### config.mk
export PLATFORM = sky130hd
export DESIGN_NAME = lprs_supervisor
export DESIGN_NICKNAME = d
export VERILOG_FILES = /design/src/rtl/lprs_pkg.sv /design/src/rtl/lprs_supervisor.sv /design/src/rtl/lprs_timer.sv
export SDC_FILE = /design/constraint.sdc
export NUM_CORES = 1
export LEC_CHECK = 0
export ABC_AREA = 1
export BUFFER_PORTS_ARGS = -buffer_cell sky130_fd_sc_hd__buf_2
export CAP_MARGIN = 10
export CORE_MARGIN = 5
export CORE_UTILIZATION = 45
export DETAILED_ROUTE_END_ITERATION = 12
export MAX_ROUTING_LAYER = met4
export PLACE_DENSITY = 0.65
export SYNTH_ARGS = -nofsm -noshare
export SYNTH_HDL_FRONTEND = slang
export SYNTH_SLANG_ARGS = --single-unit
### constraint.sdc
create_clock -name clk -period 4.4 [get_ports clk]
set_input_delay 0.88 -clock clk [delete_from_list [all_inputs] [get_ports clk]]
set_output_delay 0.88 -clock clk [all_outputs]
set_load 0.1 [all_outputs]
### src/rtl/lprs_pkg.sv
// Behaviour
// long-press input low for full setup period gives one reset pulse of timeout length
// presses shorter than setup period leave reset output released
// dual-input variant pulses only after both inputs held low full setup period
// immediate input rising edge at once starts low reset pulse of timeout length
// immediate input falling edge debounced so release gives no false reset
// one timeout period times manual and supply-triggered reset pulses alike
// adjustable monitor below threshold counts as a supply fail
// reset held while any supply fails, released one timeout after all recover
// new immediate rising edge during timeout restarts the timeout counter
// one pulse per long press; an input must release before another pulse
// outside party holds both long-press inputs low together for the setup period
// intervals come from clock counts as parameters; variant chosen by parameters
package lprs_pkg;

    // ------------------------------------------------------------------
    // timing
    // ------------------------------------------------------------------
    localparam longint CLK_HZ          = 10000000;
    localparam longint SETUP_MS        = 6720;
    localparam longint TIMEOUT_MS      = 210;
    localparam longint DEBOUNCE_MS     = 210;
    localparam longint SETUP_CYCLES    = SETUP_MS * CLK_HZ / 1000;
    localparam longint TIMEOUT_CYCLES  = TIMEOUT_MS * CLK_HZ / 1000;
    localparam longint DEBOUNCE_CYCLES = DEBOUNCE_MS * CLK_HZ / 1000;

    localparam int CNT_W = 27;

    // ------------------------------------------------------------------
    // variants
    // ------------------------------------------------------------------
    localparam int VAR_SINGLE    = 0;
    localparam int VAR_DUAL      = 1;
    localparam int VAR_IMMEDIATE = 2;

    localparam logic RESET_LVL_R = 1'h0;

    typedef enum logic [1:0] {
        LPRS_IDLE  = 2'b00,
        LPRS_HOLD  = 2'b01,
        LPRS_FIRED = 2'b10
    } lprs_press_t;

endpackage

### src/rtl/lprs_supervisor.sv
`timescale 1ns/1ns
`default_nettype none
module lprs_supervisor
    import lprs_pkg::*;
#(
    parameter int               VARIANT       = VAR_SINGLE,
    parameter bit               HAS_MONITOR   = 1'h0,
    parameter logic [CNT_W-1:0] SETUP_LIM     = CNT_W'(SETUP_CYCLES),
    parameter logic [CNT_W-1:0] TIMEOUT_LIM   = CNT_W'(TIMEOUT_CYCLES),
    parameter logic [CNT_W-1:0] DEBOUNCE_LIM  = CNT_W'(DEBOUNCE_CYCLES)
) (
    input  wire logic clk,
    input  wire logic rst,
    input  wire logic supply_ok,
    input  wire logic adjustable_monitor_in,
    input  wire logic long_press_reset_in,
    input  wire logic second_manual_reset_in,
    output var  logic reset_out_n
);

    // ------------------------------------------------------------------
    // input synchronisers
    // ------------------------------------------------------------------
    logic [3:0] s1_r;
    logic [3:0] s2_r;
    logic [3:0] pins;

    assign pins = {supply_ok, adjustable_monitor_in, long_press_reset_in, second_manual_reset_in};

    always_ff @(posedge clk or posedge rst) begin
        if (rst) begin
            s1_r <= 4'hF;
            s2_r <= 4'hF;
        end else begin
            s1_r <= pins;
            s2_r <= s1_r;
        end
    end

    logic sup_ok;
    logic mr1_low;
    logic mr2_lvl;
    logic press_now;

    assign sup_ok    = s2_r[3] && (!HAS_MONITOR || s2_r[2]);
    assign mr1_low   = !s2_r[1];
    assign mr2_lvl   = s2_r[0];

    assign press_now = (VARIANT == VAR_DUAL) ? (mr1_low && !mr2_lvl) : mr1_low;

    // ------------------------------------------------------------------
    // long-press detector
    // ------------------------------------------------------------------
    lprs_press_t press_r;
    lprs_press_t press_nxt;
    logic        setup_done;
    logic        lp_fire;

    lprs_timer u_setup (
        .clk   (clk),
        .rst   (rst),
        .clear (1'h0),
        .run   (press_now && press_r == LPRS_HOLD),
        .limit (SETUP_LIM),
        .done  (setup_done)
    );

    always_comb begin
        press_nxt = press_r;
        lp_fire   = 1'h0;
        case (press_r)
            LPRS_IDLE: begin
                if (press_now) begin
                    press_nxt = LPRS_HOLD;
                end
            end
            LPRS_HOLD: begin
                if (!press_now) begin
                    press_nxt = LPRS_IDLE;
                end else if (setup_done) begin
                    press_nxt = LPRS_FIRED;
                    lp_fire   = 1'h1;
                end
            end
            LPRS_FIRED: begin
                if (!press_now) begin
                    press_nxt = LPRS_IDLE;
                end
            end
            default: press_nxt = LPRS_IDLE;
        endcase
    end

    always_ff @(posedge clk or posedge rst) begin
        if (rst) begin
            press_r <= LPRS_IDLE;
        end else begin
            press_r <= press_nxt;
        end
    end

    // ------------------------------------------------------------------
    // immediate input: rising edge fires, falling edge debounced
    // ------------------------------------------------------------------
    logic imm_r;
    logic imm_nxt;
    logic deb_done;
    logic imm_fire;

    lprs_timer u_deb (
        .clk   (clk),
        .rst   (rst),
        .clear (1'h0),
        .run   (imm_r && !mr2_lvl),
        .limit (DEBOUNCE_LIM),
        .done  (deb_done)
    );

    always_comb begin
        imm_nxt  = imm_r;
        imm_fire = 1'h0;
        if (VARIANT == VAR_IMMEDIATE) begin
            if (!imm_r && mr2_lvl) begin
                imm_nxt  = 1'h1;
                imm_fire = 1'h1;
            end else if (imm_r && deb_done) begin
                imm_nxt = 1'h0;
            end
        end
    end

    always_ff @(posedge clk or posedge rst) begin
        if (rst) begin
            imm_r <= 1'h1;
        end else begin
            imm_r <= imm_nxt;
        end
    end

    // ------------------------------------------------------------------
    // reset output timing
    // ------------------------------------------------------------------
    logic rst_out_r;
    logic rst_out_nxt;
    logic tmo_done;
    logic trig;

    assign trig = lp_fire || imm_fire || !sup_ok;

    lprs_timer u_tmo (
        .clk   (clk),
        .rst   (rst),
        .clear (trig),
        .run   (rst_out_r == RESET_LVL_R),
        .limit (TIMEOUT_LIM),
        .done  (tmo_done)
    );

    always_comb begin
        rst_out_nxt = rst_out_r;
        if (trig) begin
            rst_out_nxt = RESET_LVL_R;
        end else if (tmo_done) begin
            rst_out_nxt = !RESET_LVL_R;
        end
    end

    always_ff @(posedge clk or posedge rst) begin
        if (rst) begin
            rst_out_r <= RESET_LVL_R;
        end else begin
            rst_out_r <= rst_out_nxt;
        end
    end

    assign reset_out_n = rst_out_r;

    // ------------------------------------------------------------------
    // check helper: cycles since the last reset trigger
    // ------------------------------------------------------------------
    logic [CNT_W-1:0] since_trig_r;
    logic [CNT_W-1:0] since_trig_nxt;

    always_comb begin
        since_trig_nxt = since_trig_r;
        if (trig) begin
            since_trig_nxt = '0;
        end else if (since_trig_r != '1) begin
            since_trig_nxt = since_trig_r + 1'h1;
        end
    end

    always_ff @(posedge clk or posedge rst) begin
        if (rst) begin
            since_trig_r <= '0;
        end else begin
            since_trig_r <= since_trig_nxt;
        end
    end

    // ------------------------------------------------------------------
    // checks
    // ------------------------------------------------------------------
    a_supply_holds: assert property (@(posedge clk) disable iff (rst)
        !sup_ok |=> !reset_out_n) else $error("reset released during supply fail");
    a_fire_asserts: assert property (@(posedge clk) disable iff (rst)
        lp_fire |=> !reset_out_n) else $error("long press did not assert reset");
    a_short_quiet: assert property (@(posedge clk) disable iff (rst)
        (press_r == LPRS_HOLD && !press_now) |-> !lp_fire) else $error("short press fired");
    a_dual_both: assert property (@(posedge clk) disable iff (rst)
        (VARIANT == VAR_DUAL && lp_fire) |-> (mr1_low && !mr2_lvl)) else $error("dual fired on one input");
    a_imm_edge: assert property (@(posedge clk) disable iff (rst)
        (VARIANT == VAR_IMMEDIATE && !imm_r && mr2_lvl) |=> !reset_out_n) else $error("edge missed");
    a_fire_once: assert property (@(posedge clk) disable iff (rst)
        lp_fire |=> !lp_fire) else $error("second pulse in one press");
    a_release_time: assert property (@(posedge clk) disable iff (rst)
        $rose(reset_out_n) |-> (since_trig_r == TIMEOUT_LIM + 1'h1)) else $error("release off timeout");
    a_mon_fail: assert property (@(posedge clk) disable iff (rst)
        (HAS_MONITOR && !s2_r[2]) |=> !reset_out_n) else $error("monitor fail ignored");
    a_restart: assert property (@(posedge clk) disable iff (rst)
        imm_fire |=> !tmo_done) else $error("timeout not restarted");

    c_long_press: cover property (@(posedge clk) disable iff (rst) lp_fire);
    c_imm_press: cover property (@(posedge clk) disable iff (rst) imm_fire);
    c_release: cover property (@(posedge clk) disable iff (rst) $rose(reset_out_n));
    c_supply_fail: cover property (@(posedge clk) disable iff (rst) !sup_ok);
    c_restart: cover property (@(posedge clk) disable iff (rst) imm_fire && !reset_out_n);

endmodule
`default_nettype wire

### src/rtl/lprs_timer.sv
`timescale 1ns/1ns
`default_nettype none
module lprs_timer
    import lprs_pkg::*;
(
    input  wire logic             clk,
    input  wire logic             rst,
    input  wire logic             clear,
    input  wire logic             run,
    input  wire logic [CNT_W-1:0] limit,
    output var  logic             done
);

    logic [CNT_W-1:0] cnt_r;
    logic [CNT_W-1:0] cnt_nxt;

    // ------------------------------------------------------------------
    // saturating counter, done once limit reached
    // ------------------------------------------------------------------
    always_comb begin
        cnt_nxt = cnt_r;
        if (clear || !run) begin
            cnt_nxt = '0;
        end else if (cnt_r < limit) begin
            cnt_nxt = cnt_r + 1'h1;
        end
    end

    always_ff @(posedge clk or posedge rst) begin
        if (rst) begin
            cnt_r <= '0;
        end else begin
            cnt_r <= cnt_nxt;
        end
    end

    assign done = run && !clear && (cnt_r >= limit);

endmodule
`default_nettype wire

==> results by group <==
Logic synthesis
  – Post-synthesis average cell area: 6.821 µm²
  – Synth area leader: dfrtp_1
  – Most frequent cell after synthesis: nand2_1
  – Area share of the largest cell type after synthesis: 37.75%
  – Post-Syn Nets: 564
  – Post-synthesis cell count: 554
  – Synth async-reset ratio: 100.0%
  – Top FF cell, synth: dfrtp_1
  – Synth warn: 0
  – Post-synth cell types: 30
  – Synth Register Bits: 61
  – Sequential share of the synthesized area: 40.53%
  – Top post-synthesis cells by area: dfrtp_1, nand2_1, nor2_1
  – Mapped Area: 3779 µm²
  – Post-synth EDFFs: 0
  – Top cells by count, synth: nand2_1, nor2_1, inv_1, dfrtp_1, nand3_1

Setup path
  – Crit path cell chain: or2_1 -> nor2_4 -> buf_4 -> nand3_2 -> buf_4 -> nand3_1 -> nor2_2 -> inv_1 -> nor2_1
  – Crit-path slowest cell: nor2_2
  – Most frequent cell on the critical path: buf_4
  – Worst path max stage delay: 560 ps
  – Worst setup path category: register to register
  – Reg2reg path depth: 9
  – Maximum fanout along the worst path: 29
  – Startpoint types: register
  – Crit end category: register
  – Required time of the critical path: 4680 ps
  – WP data arrival: 3010 ps

Min path
  – Hold path depth: 0
  – Worst hold path class: register to register

Detailed routing
  – Post-route ant nets: 0
  – Post-route DRC: 0
  – Drt via density: 5.099
  – Via count: 3411
  – Initial drt markers: 274
  – Initial DRT Pass Iterations: 5
  – Detailed-route wire length per cell: 12.75 µm
  – Post-Route WL: 8.532 mm

Clock network
  – CTS tree: built
  – CTS clk-pin slew, worst paths: 80 ps
  – TritonCTS Buffers: 9
  – Sinks on Clock Net: 61
  – Post-CTS setup buffer count: 0
  – H-tree depth reported by CTS: 3
  – # hold bufs at CTS: 0
  – CTS root buf: clkbuf_8
  – Max Buffers Root-to-Sink: 2
  – Resize count post-CTS: 0
  – Clock insertion delay at the later pin of the skew report: 350 ps

Final layout
  – Number of diodes: 0
  – Nets: 569
  – Layout Utilization: 49.11%
  – Layout cell share with drive strength beyond 1: 8.688%
  – Final Instance Count excl. Fillers: 669
  – Multi-input combinational cell area: 1879 µm²
  – Layout fillers: 850
  – Area occupied by registers: 1531 µm²
  – Area Overhead vs Synth: 6.788%

Floorplan
  – Die W: 101.6 µm
  – Die Y: 101.6 µm
  – I/O pin cnt: 7
  – Row cnt: 33
  – Core area: 8217 µm²
  – Initial Util: 45.99%
  – Die area: 10330 µm²

STA
  – Worst Max-Slew Pin Slew: 811.7 ps
  – Fmax: 365.9 MHz
  – Final slew viol count: 0
  – WHS: 358.1 ps
  – Period utilization: 62.11%
  – Setup violators final: 0
  – Final hold violation count: 0
  – Slew headroom: 45.81%
  – Setup TNS Final: 0 ps
  – Final min period: 2733 ps
  – RSZ-0062 raised after global routing: no
  – Clock Skews: 11.02 ps

GRT
  – Number of global-route vias before repair: 3175
  – First-pass GRT wire length: 14.79 mm
  – GR Overflow Total: 0
  – Initial antenna violation count: 0
  – Largest net degree at the start of global routing: 40
  – GRT Total Usage: 18.58%

Flow run
  – Max cap viols: 0

Status
  – Status: finished clean

Placed design
  – PortBufs: 4
  – RD Place Congestion: 0.9035
  – Placed Cells: 652
  – HPWL Detailed: 6.173 mm

Pwr
  – Pwr dens: 262.3 nW/µm²
  – Tot Pwr: 1.058 mW
  – Static Leak: 1.870 nW
  – Maximum VDD drop: 0.1574 mV
[worst max-delay path: cells and delay by family, from the launching register on]
| kind | cells | cell delay, ps |
|---|---|---|
| flip-flops | 1 | 520 |
| AND/OR/NAND/NOR | 6 | 1420 |
| buffers and inverters | 3 | 710 |
[cell type report]
type	instances	area share, %
clock buffers	9	3.070
well taps	105	3.256
flip-flops and latches	61	37.95
inverters	71	6.605
repair buffers	8	1.333
clock inverters	7	1.209
multi-input cells	408	46.57
[stage by stage]
| step | cell area, µm² | setup WS, ps |
|---|---|---|
| finish | 4035 | 1667 |
| floorplan | 3779 | 2014 |
| global route | 4035 | 1398 |
| detailed placement | 3851 | 1636 |
| CTS | 4024 | 1624 |
| global placement | 3851 | 1681 |
[where the power goes]
part	total [mW]	leakage [nW]	internal, mW	switching, mW
Clock	0.450	0.0898	0.206	0.244
Sequential	0.573	0.833	0.567	0.00596
Combinational	0.0354	0.948	0.00842	0.0270
[state kept, by name (all words and copies together) (netlist names)]
signal and cells:
u_setup.cnt_r 27, u_tmo.cnt_r 27, press_r 2, s1_r 2
s2_r 2, reset_out_n 1
[placed cells by master (no fill, tap or decap), drive strengths merged, types with 8 or more instances in the layout]
cell type  Yosys  layout
nand4         22      22
nor3          11      11
xor2           9       9
o21ai         19      19
clkbuf         0       9
a21oi         10      10
nand3         58      58
dfrtp         57      57
buf           14       8
inv           71      73
nand2        170     170
nor2          98      98
[metal layers]
metal  routed length [µm]  vias to the layer above  global-route usage (%)
li1                     -                     1761                       -
met1                 4327                     1586                   26.06
met3                  270                       13                   3.926
met5                    0                        -                       -
met4                  123                        0                   6.033
met2                 3812                       51                   26.71
[worst paths after layout]
path / start / to / slack, ps
setup / recovery: s2_r[1] / u_tmo.cnt_r[25] / 1670
hold / removal: s1_r[3] / s2_r[3] / 360
setup reg to reg: s2_r[1] / u_tmo.cnt_r[25] / 1670
hold reg to reg: s1_r[3] / s2_r[3] / 360
max in group asynchronous: rst / s2_r[1] / 2850
min in group asynchronous: rst / u_tmo.cnt_r[25] / 680
[logic make-up (layout without fill, tap and decap cells)]
logic type / Yosys count / count (layout) / share of synthesized area, %
flip-flops: 61 / 61 / 40.53
adder cells (fa/ha/maj): 4 / 4 / 1.325
buffers and inverters: 85 / 95 / 9.735
AO/OA/AOI/OAI: 32 / 32 / 4.404
AND/OR/NAND/NOR: 362 / 362 / 41.69
XOR/XNOR: 10 / 10 / 2.318
No activity file was read; power rests on OpenSTA's default activity.
